$ cat config.mk
export PLATFORM = sky130hd
export DESIGN_NAME = acs_sequencer
export DESIGN_NICKNAME = d
export VERILOG_FILES = /design/src/acs_pkg.sv /design/src/acs_tick_if.sv /design/src/acs_sequencer.sv /design/src/acs_clk_divider.sv
export SDC_FILE = /design/constraint.sdc
export NUM_CORES = 1
export LEC_CHECK = 0
export ABC_CLOCK_PERIOD_IN_PS = 4750
export BUFFER_PORTS_ARGS = -buffer_cell sky130_fd_sc_hd__buf_2
export CORE_UTILIZATION = 40
export DETAILED_ROUTE_END_ITERATION = 8
export PLACE_DENSITY = 0.69
export SYNTH_ARGS = -nofsm -noshare
export SYNTH_HDL_FRONTEND = slang
export SYNTH_SLANG_ARGS = --single-unit
export TNS_END_PERCENT = 100
$ cat constraint.sdc
create_clock -name mclk_in -period 4.75 [get_ports mclk_in]
set_input_delay 0.2375 -clock mclk_in [delete_from_list [all_inputs] [get_ports mclk_in]]
set_output_delay 0.2375 -clock mclk_in [all_outputs]
set_load 0.01 [all_outputs]
$ cat src/acs_pkg.sv
`default_nettype none
package acs_pkg;
  // ---------------------------------------------------------------
  // register map (byte addresses)
  // ---------------------------------------------------------------
  localparam logic [11:0] OFF_ANALOG_CONTROL = 12'h000;
  localparam logic [11:0] OFF_MODE           = 12'h004;
  localparam logic [11:0] OFF_START          = 12'h008;
  localparam logic [11:0] OFF_STATUS         = 12'h00c;
  localparam logic [11:0] OFF_TIMING         = 12'h010;

  // ---------------------------------------------------------------
  // field positions
  // ---------------------------------------------------------------
  localparam int ACR_GAIN0_BIT    = 0;
  localparam int ACR_GAIN1_BIT    = 1;
  localparam int MR_DIV_LSB       = 8;
  localparam int MR_FREERUN_BIT   = 0;
  localparam int MR_AVG_BIT       = 1;
  localparam int MR_OSR_LSB       = 4;
  localparam int MR_CH_LSB        = 16;
  localparam int TIM_TRACK_LSB    = 0;
  localparam int TIM_XFER_LSB     = 8;

  // ---------------------------------------------------------------
  // reset values and timing counts (converter clock periods)
  // ---------------------------------------------------------------
  localparam logic [31:0] MODE_RESET   = 32'h0000_0100;
  localparam logic [31:0] TIMING_RESET = 32'h0000_020f;
  localparam int          CONV_CYCLES  = 23;
  localparam int          TRACK_MIN    = 15;
  localparam logic [31:0] UNMAPPED_DATA = 32'h0000_0000;

  // ---------------------------------------------------------------
  // sequencer states
  // ---------------------------------------------------------------
  typedef enum logic [3:0] {
    ACS_IDLE  = 4'b0001,
    ACS_TRACK = 4'b0010,
    ACS_CONV  = 4'b0100,
    ACS_WAIT  = 4'b1000
  } acs_state_t;
endpackage
`default_nettype wire

$ cat src/acs_tick_if.sv
`timescale 1ns/1ps
`default_nettype none
// converter clock tick shared between the divider and the sequencer
interface acs_tick_if;
  logic [7:0] divider;
  logic       tick;
  logic       conv_clk;
  modport src (input divider, output tick, output conv_clk);
  modport dst (output divider, input tick, input conv_clk);
endinterface
`default_nettype wire

$ cat src/acs_sequencer.sv
// The APB interface to the registers and the register addresses were decided locally.
`timescale 1ns/1ps
`default_nettype none
// What this block does
// - track phase then conversion phase
// - hold channel for transfer time after start
// - tracking lasts at least fifteen converter periods
// - next tracking overlaps current conversion
// - long tracking extends past previous conversion
// - divider one gives half, 255 gives 1/256
// - conversion lasts twenty-three converter periods
// - averaging multiplies conversion by oversampling ratio
// - free-running mode converts back to back
module acs_sequencer #(
  parameter int TRACK_W = 8,
  parameter int OSR_W   = 4
) (
  input  wire logic        mclk_in,
  input  wire logic        reset_in,
  input  wire logic        psel_in,
  input  wire logic        penable_in,
  input  wire logic        pwrite_in,
  input  wire logic [11:0] paddr_in,
  input  wire logic [31:0] pwdata_in,
  output logic      [31:0] prdata_out,
  output logic             pready_out,
  output logic             pslverr_out,
  output logic             conv_clk_out,
  output logic             gain_amp0_enable_out,
  output logic             gain_amp1_enable_out,
  output logic             conv_start_out,
  output logic             tracking_out,
  output logic      [3:0]  channel_out
);
  // refuse widths that the track counter and the mode fields cannot serve
  if (TRACK_W < 8 || OSR_W < 1 || OSR_W > 4) begin : g_bad_params
    $error("acs_sequencer: bad parameters");
  end

  // ---------------------------------------------------------------
  // register file
  // ---------------------------------------------------------------
  logic [1:0]  acr_q;
  logic [31:0] mode_q;
  logic [31:0] timing_q;
  logic        start_req_q;
  logic [31:0] prdata_q;
  logic        pready_q;
  logic        pslverr_q;

  acs_tick_if tk ();
  acs_clk_divider u_div (
    .mclk_in  (mclk_in),
    .reset_in (reset_in),
    .tk       (tk)
  );

  // decode
  wire access     = psel_in & penable_in & ~pready_q;
  wire wr         = access & pwrite_in;
  wire hit_acr    = (paddr_in == acs_pkg::OFF_ANALOG_CONTROL);
  wire hit_mode   = (paddr_in == acs_pkg::OFF_MODE);
  wire hit_start  = (paddr_in == acs_pkg::OFF_START);
  wire hit_status = (paddr_in == acs_pkg::OFF_STATUS);
  wire hit_timing = (paddr_in == acs_pkg::OFF_TIMING);
  wire mapped     = hit_acr | hit_mode | hit_start | hit_status | hit_timing;

  // fields
  wire             freerun   = mode_q[acs_pkg::MR_FREERUN_BIT];
  wire             avg_en    = mode_q[acs_pkg::MR_AVG_BIT];
  wire [OSR_W-1:0] oversampling_ratio       = mode_q[acs_pkg::MR_OSR_LSB +: OSR_W];
  wire [3:0]       ch_first  = mode_q[acs_pkg::MR_CH_LSB +: 4];
  wire [7:0]       track_cfg = timing_q[acs_pkg::TIM_TRACK_LSB +: 8];
  wire [7:0]       xfer_cfg  = timing_q[acs_pkg::TIM_XFER_LSB +: 8];
  wire             amps_on   = acr_q[0] & acr_q[1];
  assign tk.divider = mode_q[acs_pkg::MR_DIV_LSB +: 8];

  // ---------------------------------------------------------------
  // sequencer state
  // ---------------------------------------------------------------
  acs_pkg::acs_state_t state_q;
  acs_pkg::acs_state_t state_d;
  logic [15:0]        conv_cnt_q;
  logic [TRACK_W-1:0] track_cnt_q;
  logic [7:0]         xfer_cnt_q;
  logic               conv_busy_q;
  logic [3:0]         chan_q;
  logic               start_q;
  logic               tracking_q;
  logic               pending_q;

  function automatic logic [7:0] at_least(input logic [7:0] v, input logic [7:0] lo);
    at_least = (v < lo) ? lo : v;
  endfunction

  // conversion length in converter periods
  wire [15:0] conv_len = avg_en ?
      16'(acs_pkg::CONV_CYCLES) * 16'(oversampling_ratio == '0 ? 1 : oversampling_ratio)
    : 16'(acs_pkg::CONV_CYCLES);
  wire [7:0]  track_len = at_least(track_cfg, 8'(acs_pkg::TRACK_MIN));
  wire [7:0]  xfer_len  = at_least(xfer_cfg, 8'h01);
  wire        track_done = (track_cnt_q >= TRACK_W'(track_len));
  // previous conversion over, or ending on this tick so free run stays back to back
  wire        prev_done  = ~conv_busy_q |
                           (tk.tick & (conv_cnt_q + 16'h0001 >= conv_len));
  wire        want_conv  = pending_q | freerun;
  wire        can_start  = track_done & prev_done & amps_on;

  // next state
  always_comb begin
    state_d = state_q;
    case (state_q)
      acs_pkg::ACS_IDLE:  if (want_conv && amps_on) state_d = acs_pkg::ACS_TRACK;
      acs_pkg::ACS_TRACK: if (tk.tick && can_start) state_d = acs_pkg::ACS_CONV;
      acs_pkg::ACS_CONV:  state_d = acs_pkg::ACS_WAIT;
      acs_pkg::ACS_WAIT:  if (tk.tick && xfer_cnt_q + 8'h01 >= xfer_len)
                            state_d = want_conv ? acs_pkg::ACS_TRACK : acs_pkg::ACS_IDLE;
      default:            state_d = acs_pkg::ACS_IDLE;
    endcase
  end

  // state, counters and channel
  always_ff @(posedge mclk_in) begin
    if (reset_in) begin
      state_q     <= acs_pkg::ACS_IDLE;
      track_cnt_q <= '0;
      xfer_cnt_q  <= 8'h00;
      chan_q      <= 4'h0;
      start_q     <= 1'b0;
      tracking_q  <= 1'b0;
    end else begin
      state_q    <= state_d;
      start_q    <= (state_d == acs_pkg::ACS_CONV);
      tracking_q <= (state_d == acs_pkg::ACS_TRACK);
      if (state_q != acs_pkg::ACS_TRACK)
        track_cnt_q <= '0;
      else if (tk.tick && !track_done)
        track_cnt_q <= track_cnt_q + TRACK_W'(1);
      if (state_q != acs_pkg::ACS_WAIT)
        xfer_cnt_q <= 8'h00;
      else if (tk.tick)
        xfer_cnt_q <= xfer_cnt_q + 8'h01;
      // channel loads ch_first in idle, otherwise changes only when transfer time ends
      if (state_q == acs_pkg::ACS_IDLE)
        chan_q <= ch_first;
      else if (state_q == acs_pkg::ACS_WAIT && state_d == acs_pkg::ACS_TRACK)
        chan_q <= chan_q + 4'h1;
    end
  end

  // conversion in flight, runs during next tracking
  always_ff @(posedge mclk_in) begin
    if (reset_in) begin
      conv_busy_q <= 1'b0;
      conv_cnt_q  <= 16'h0000;
    end else if (state_q == acs_pkg::ACS_CONV) begin
      conv_busy_q <= 1'b1;
      conv_cnt_q  <= 16'h0000;
    end else if (conv_busy_q && tk.tick) begin
      conv_cnt_q  <= conv_cnt_q + 16'h0001;
      conv_busy_q <= (conv_cnt_q + 16'h0001 < conv_len);
    end
  end

  // ---------------------------------------------------------------
  // apb slave
  // ---------------------------------------------------------------
  wire [31:0] status_word = {16'h0000, 4'(chan_q), 4'h0,
                             2'b00, pending_q, amps_on,
                             conv_busy_q, tracking_q, state_q == acs_pkg::ACS_WAIT,
                             state_q == acs_pkg::ACS_IDLE};
  wire [31:0] rd_mux = hit_acr    ? {30'h0, acr_q} :
                       hit_mode   ? mode_q :
                       hit_status ? status_word :
                       hit_timing ? timing_q : acs_pkg::UNMAPPED_DATA;

  always_ff @(posedge mclk_in) begin
    if (reset_in) begin
      acr_q     <= 2'b00;
      mode_q    <= acs_pkg::MODE_RESET;
      timing_q  <= acs_pkg::TIMING_RESET;
      pending_q <= 1'b0;
      pready_q  <= 1'b0;
      pslverr_q <= 1'b0;
      prdata_q  <= 32'h0000_0000;
    end else begin
      pready_q  <= access;
      pslverr_q <= access & ~mapped;
      if (access && !pwrite_in) prdata_q <= rd_mux;
      if (wr && hit_acr) acr_q <= {pwdata_in[acs_pkg::ACR_GAIN1_BIT],
                                   pwdata_in[acs_pkg::ACR_GAIN0_BIT]};
      if (wr && hit_mode)   mode_q   <= pwdata_in;
      if (wr && hit_timing) timing_q <= pwdata_in;
      // start request: set wins over the clear taken by the sequencer
      if (wr && hit_start && pwdata_in[0])
        pending_q <= 1'b1;
      else if (state_q == acs_pkg::ACS_CONV)
        pending_q <= 1'b0;
    end
  end

  // outputs straight from flops
  assign prdata_out           = prdata_q;
  assign pready_out           = pready_q;
  assign pslverr_out          = pslverr_q;
  assign conv_clk_out         = tk.conv_clk;
  assign gain_amp0_enable_out = acr_q[0];
  assign gain_amp1_enable_out = acr_q[1];
  assign conv_start_out       = start_q;
  assign tracking_out         = tracking_q;
  assign channel_out          = chan_q;

  // ---------------------------------------------------------------
  // phase spacing checks
  // ---------------------------------------------------------------
  logic [15:0] since_start_q;

  // helper: converter periods since the last start, saturating
  always_ff @(posedge mclk_in) begin
    if (reset_in) begin
      since_start_q <= 16'h7fff;
    end else if (state_q == acs_pkg::ACS_CONV) begin
      since_start_q <= 16'h0000;
    end else if (tk.tick && since_start_q != 16'h7fff) begin
      since_start_q <= since_start_q + 16'h0001;
    end
  end
endmodule
`default_nettype wire

$ cat src/acs_clk_divider.sv
`timescale 1ns/1ps
`default_nettype none
// ---------------------------------------------------------------
// converter clock divider: divides by divider+1, and by 2 when divider is 0
// ---------------------------------------------------------------
module acs_clk_divider (
  input  wire logic  mclk_in,
  input  wire logic  reset_in,
  acs_tick_if.src    tk
);
  logic [7:0] cnt_q;
  logic       clk_q;
  logic       wrap;
  logic [7:0] eff_div;

  // value 0 treated as 1 so the clock never stops
  assign eff_div = (tk.divider == 8'h00) ? 8'h01 : tk.divider;
  assign wrap    = (cnt_q >= eff_div);
  assign tk.tick     = wrap;
  assign tk.conv_clk = clk_q;

  // count peripheral clocks, wrap once per converter period
  always_ff @(posedge mclk_in) begin
    if (reset_in) begin
      cnt_q <= 8'h00;
      clk_q <= 1'b0;
    end else begin
      cnt_q <= wrap ? 8'h00 : cnt_q + 8'h01;
      clk_q <= (cnt_q <= {1'b0, eff_div[7:1]});                // high half, also at divide by 2
    end
  end
endmodule
`default_nettype wire

[Word level (Yosys, flattened, before mapping)]
Cells that the tools add are included.
Storage, ports and cells
  bits in registers: 153
  input bits: 49
  output and inout bits: 43
Cells by class
  $add $sub $neg: 5
  multipliers: 1
  $lt $le $gt $ge: 8
  eq/ne operators: 12
  muxes and demuxes: 20
  bitwise gates (word level): 17
  reductions and logical operators: 24
Operators by type and width (number)
  two-way mux 32 bit: 4
  adder 8 x 1 -> 8 bit, second input constant: 3
  == test 12 x 4 -> 1 bit, second input constant: 2
  greater-or-equal comparator 8 bit: 3
  two-way mux 4 bit: 6
  two-way mux 8 bit: 3
  adder 16 x 1 -> 16 bit, second input constant: 1
  greater-or-equal comparator 16 x 9 -> 1 bit: 1
  less-than comparator 16 x 9 -> 1 bit: 1
  one-hot mux 4 bit (4 select lines): 1
  == test 12 x 3 -> 1 bit, second input constant: 1
  == test 12 x 5 -> 1 bit, second input constant: 1
  logical AND 1 bit: 12
  logical NOT 12 bit: 1
  multiplier 5 x 4 -> 9 bit, first input constant: 1
  two-way mux 9 bit: 1
  bitwise AND 1 bit: 8
  == test 4 x 2 -> 1 bit, second input constant: 2
  == test 4 x 3 -> 1 bit, second input constant: 2
  less-or-equal comparator 8 x 7 -> 1 bit: 1
  logical NOT 8 bit: 1
  less-than comparator 8 x 1 -> 1 bit, second input constant: 1
  less-than comparator 8 x 4 -> 1 bit, second input constant: 1
  OR reduction 2 bit: 4
  12 further kinds: 25

[Depth between registers and ports, before layout]
  depth after elaboration: 16
  depth in mapped cells: 21
  depth with buffers taken out: 21

[Hierarchy]
From an unflattened synthesis, not the netlist that was laid out.
Unflattened totals
  cell total of the unflattened synthesis: 925
  area, all modules: 7898.8 um2
By module, submodules not included
  acs_sequencer: instances 1, cells an instance 846, area an instance 7140.6 um2
  acs_clk_divider: instances 1, cells an instance 79, area an instance 758.2 um2

[Worst setup path before layout]
No wires, ideal clock.
  kind: reg2reg
  start: register mode_q[7]
  end: register state_q[1]
  setup time: 91 ps
  data arrival time: 3839 ps
  path slack: 820 ps
  stages on the path, launching flop included: 22
  path buffers: 0
  period minus slack after synthesis: 3930 ps
  cell sequence: dfxtp_1 -> inv_1 -> ha_1 -> inv_1 -> or3_1 -> and2_1 -> nand2_1 -> o21ai_0 -> ha_1 -> ha_1 -> fa_1 -> a21oi_1 -> nor2_1 -> nor2_1 -> xnor2_1 -> nand2_1 -> ha_1 -> a211oi_1 -> o211ai_1 -> a21oi_1 -> nand4b_1 -> a311oi_1
Between the ends
  word-level cells in the longest chain between the ends: 12
RTL lines
  from (decl): RTL line acs_sequencer.sv:44  | logic [31:0] mode_q;
  from (signal assigned): RTL line acs_sequencer.sv:180  | mode_q <= acs_pkg::MODE_RESET;
  from (signal assigned): RTL line acs_sequencer.sv:192  | if (wr && hit_mode) mode_q <= pwdata_in;
  logical NOT 4 bit: RTL line acs_sequencer.sv:98  | 16'(acs_pkg::CONV_CYCLES) * 16'(oversampling_ratio == '0 ? 1 : oversampling_ratio)
  two-way mux 4 bit *: RTL line acs_sequencer.sv:98
  multiplier 5 x 4 -> 9 bit *: RTL line acs_sequencer.sv:98
  two-way mux 9 bit *: RTL line acs_sequencer.sv:97  | wire [15:0] conv_len = avg_en ?
  greater-or-equal comparator 16 x 9 -> 1 bit *: RTL line acs_sequencer.sv:105  | (tk.tick & (conv_cnt_q + 16'h0001 >= conv_len));
  bitwise AND 1 bit *: RTL line acs_sequencer.sv:105
  bitwise OR 1 bit *: RTL line acs_sequencer.sv:104  | wire prev_done = ~conv_busy_q |
  bitwise AND 1 bit * (2 in a row): RTL line acs_sequencer.sv:107  | wire can_start = track_done & prev_done & amps_on;
  logical AND 1 bit *: RTL line acs_sequencer.sv:114  | acs_pkg::ACS_TRACK: if (tk.tick && can_start) state_d = acs_pkg::ACS_CONV;
  two-way mux 4 bit *: RTL line acs_sequencer.sv:114
  one-hot mux 4 bit (4 select lines) *: RTL line acs_sequencer.sv:112  | case (state_q)
  to (signal assigned): RTL line acs_sequencer.sv:125  | state_q <= acs_pkg::ACS_IDLE;
  to (signal assigned): RTL line acs_sequencer.sv:132  | state_q <= state_d;
  to (decl): RTL line acs_sequencer.sv:81  | acs_pkg::acs_state_t state_q;
Mark *: on every way between the ends. The rest lies on a longest branch, timed or not.
A chain may end at the register's enable or synchronous reset.

[Worst setup path in the final report]
Same ends and word-level chain as after synthesis.

==> run summary <==
share of layout cells above drive strength 1: 14.2%
FILL cells: 1,889
reg2reg start: mode_q[7]$_SDFFE_PP0P_
Post-CTS Setup Bufs: 0
Reg clk slew, reported paths: 70 ps
clk buf depth: 2
crit path DAT: 4740 ps
number of I/O port buffers: 91
status: finished clean
initial antenna violation count: 0
fin crit period: 4420 ps
cts-stage hold buffer count: 0
clock power share: 45.4%
Comb pwr share: 11.1%
final period utilization: 93.0%
Mean Syn Cell Area: 8.17 µm²
hold_sp: pwdata_in[8]
fmax: 226 MHz
# H-tree levels: 4
Initial Util: 40.9%
DIE HEIGHT: 143 µm
CP startpoint: mode_q[7]$_SDFFE_PP0P_
Die ar.: 20,500 µm²
total grt overflow: 0
synth-to-layout area growth: 15.6%
crit path capture type: flip-flop
Post-DP HPWL: 14.2 mm
pin count of the biggest net entering global routing: 69
std cell rows: 51
vias in the first global route: 6,600
Worst Hold Class: in -> reg
vias per cell: 5.43
Switch Pwr: 875 µW
Die Width: 143 µm
sequential share of power: 43.5%
clock root buffer: clkbuf_16
diode count: 0
post-synthesis cell area: 7960 µm²
Mapped Nets: 1,082
clock tree sinks: 153
Yosys warnings: 0
Post-route DRC: 0
prevailing post-synth register cell: dfxtp_1
core box area: 19,500 µm²
final setup margin: 334 ps
nature of the critical path startpoint: flip-flop
CP most frequent cell: ha_1
cells after synthesis: 974
commonest non-fill, non-tap cell in the layout: nand2_1
Fin Setup TNS: 0 ps
slowest CP cell: fa_1
worst-skew pair later-pin latency: 420 ps
fraction of registers with async set or reset after synthesis: 0%
Synth Register Bits: 153
Req. time, crit path: 5080 ps
initial drt markers: 447
worst relative slew slack: 26.2%
Hold Fails Final Rpt: 0
Max Slew Vio Count: 0
router iterations before antenna repair: 7
LEAKAGE: 0.00360 µW
RSZ-0062 raised after global routing: no
Post-synth EDFFs: 0
fin cells: 1,319
post-synth cell types: 58
ANT nets after route: 0
nets@finish: 1,149
internal power: 2170 µW
first-pass GRT wire length: 33.0 mm
PostCTS Resize Cnt: 0
CP max FO: 7
peak supply drop: 196 µV
Worst-Margin Slew: 1090 ps
most frequent cells in the layout: 168 x nand2_1, 153 x dfxtp_1, 94 x a21oi_1
Post-Route WL: 20.1 mm
I/O pin cnt: 92
Reg2Reg Depth: 21
hold path depth: 3
Num CTS Buffers: 17
Max Cap Viol: 0
final setup fails: 0
drt wl/cell: 15.2 µm
pwr dens: 331 nW/µm²
register area share after synthesis: 38.5%
CTS tree: built
clk_skew: 7.66 ps
Max stage delay on crit path: 410 ps
Placer Congestion: 0.886
Place WS: 382 ps
placed cells: 1,287
via count: 7,163
WS Path Type: reg -> reg
Sw Share: 28.7%
worst path cell trace: inv_1 > ha_1 > inv_1 > or3_1 > and2_1 > nand2_1 > o21ai_0 > ha_1 > ha_1 > fa_1 > a21oi_1 > nor2_1 > nor2_1 > xnor2_1 > nand2_1 > ha_1 > a211oi_2 > o211ai_1 > a21oi_1 > nand4b_1 > a311oi_1
Total GRT Usage: 20.2%
[registers in the layout (all words and copies together), names as in the netlist, 2 cells and up]
name,flops
track_cnt_q,8
state_q,4
timing_q,32
conv_cnt_q,16
channel_out,4
prdata_out,32
u_div.cnt_q,8
acr_q,2
xfer_cnt_q,8
mode_q,32
[synth_stat cells (6+ instances only)]
cell type    n  area share [%]
nand3b_1     7            0.66
nand4_1     12            0.94
xor2_1      19             2.1
a311oi_1     6            0.66
and2_1       6            0.47
a21oi_1     94             5.9
nand3_1     26             1.6
o21ai_0     23             1.4
or4_1        9            0.85
a22oi_1      8            0.75
a211oi_1    11             1.0
o31ai_1      6            0.57
dfxtp_1    153              38
a221oi_1    24             2.6
nor4_1      12            0.94
a21o_1       6            0.57
ha_1        56             8.8
buf_2       11            0.69
nand2_1    168             7.9
nand2b_1    13             1.0
inv_1       38             1.8
or3_1       10            0.79
nor2_1      85             4.0
and3_1       9            0.71
mux2i_1      7            0.88
nor3_1      36             2.3
xnor2_1     21             2.3
clkbuf_1    36             1.7
[routing by layer]
layer	track usage, %	share of wire (%)
met5	0	0
met4	5.60	1.2
met3	3.62	4.9
met2	32.6	46
met1	27.5	48
[logic make-up after synthesis]
logic type                 synth area share (%)
and+or+nand+nor                            25.3
AOI/OAI and AO/OA                          16.2
DFF                                        38.5
buffers and inverters                      5.17
adders and majority gates                  9.56
xor gates and xnor gates                   4.40
muxes                                     0.881
[final timing paths]
kind,end,slack (ps)
worst max-delay path,state_q[1]$_SDFF_PP0_,330
worst min-delay path,mode_q[8]$_SDFFE_PP1P_,50
worst max register to register,state_q[1]$_SDFF_PP0_,330
worst min register to register,mode_q[29]$_SDFFE_PP0P_,450
[critical path: cells and delay by family (launching register included)]
| family | cells | cell delay (ps) |
|---|---|---|
| adders and majority gates | 5 | 1470 |
| AOI/OAI and AO/OA | 6 | 1130 |
| and+or+nand+nor | 7 | 1020 |
| DFF | 1 | 370 |
| buffers and inverters | 2 | 220 |
| xor gates and xnor gates | 1 | 120 |
[final cells by class]
type	instances	area (µm²)	area share, %
inverter	39	146	1.59
clock buffer	17	425	4.63
timing repair buffer	104	556	6.04
clock inverter	15	176	1.92
multi-input combinational	726	4500	48.9
tap	265	332	3.60
sequential	153	3060	33.3
[through the flow]
stage	power, µW	hold WS (ps)	utilization [%]	instance area (µm²)
6_report	3050	50.8	47.3	9200
5_1_grt	3150	44.0	47.3	9200
4_1_cts	3060	39.9	47.2	9190
3_5_place_dp	1690	444	44.1	8590
3_3_place_gp	1690	438	44.1	8590
2_1_floorplan	1560	362	-	7960
[power by group through the flow]
stage	clock (µW)	combinational (µW)	sequential, µW
2_1_floorplan	0	196	1360
3_3_place_gp	0	336	1350
3_5_place_dp	0	336	1350
4_1_cts	1400	339	1330
5_1_grt	1450	375	1330
6_report	1380	339	1320
Power figures use the tool's default switching activity.
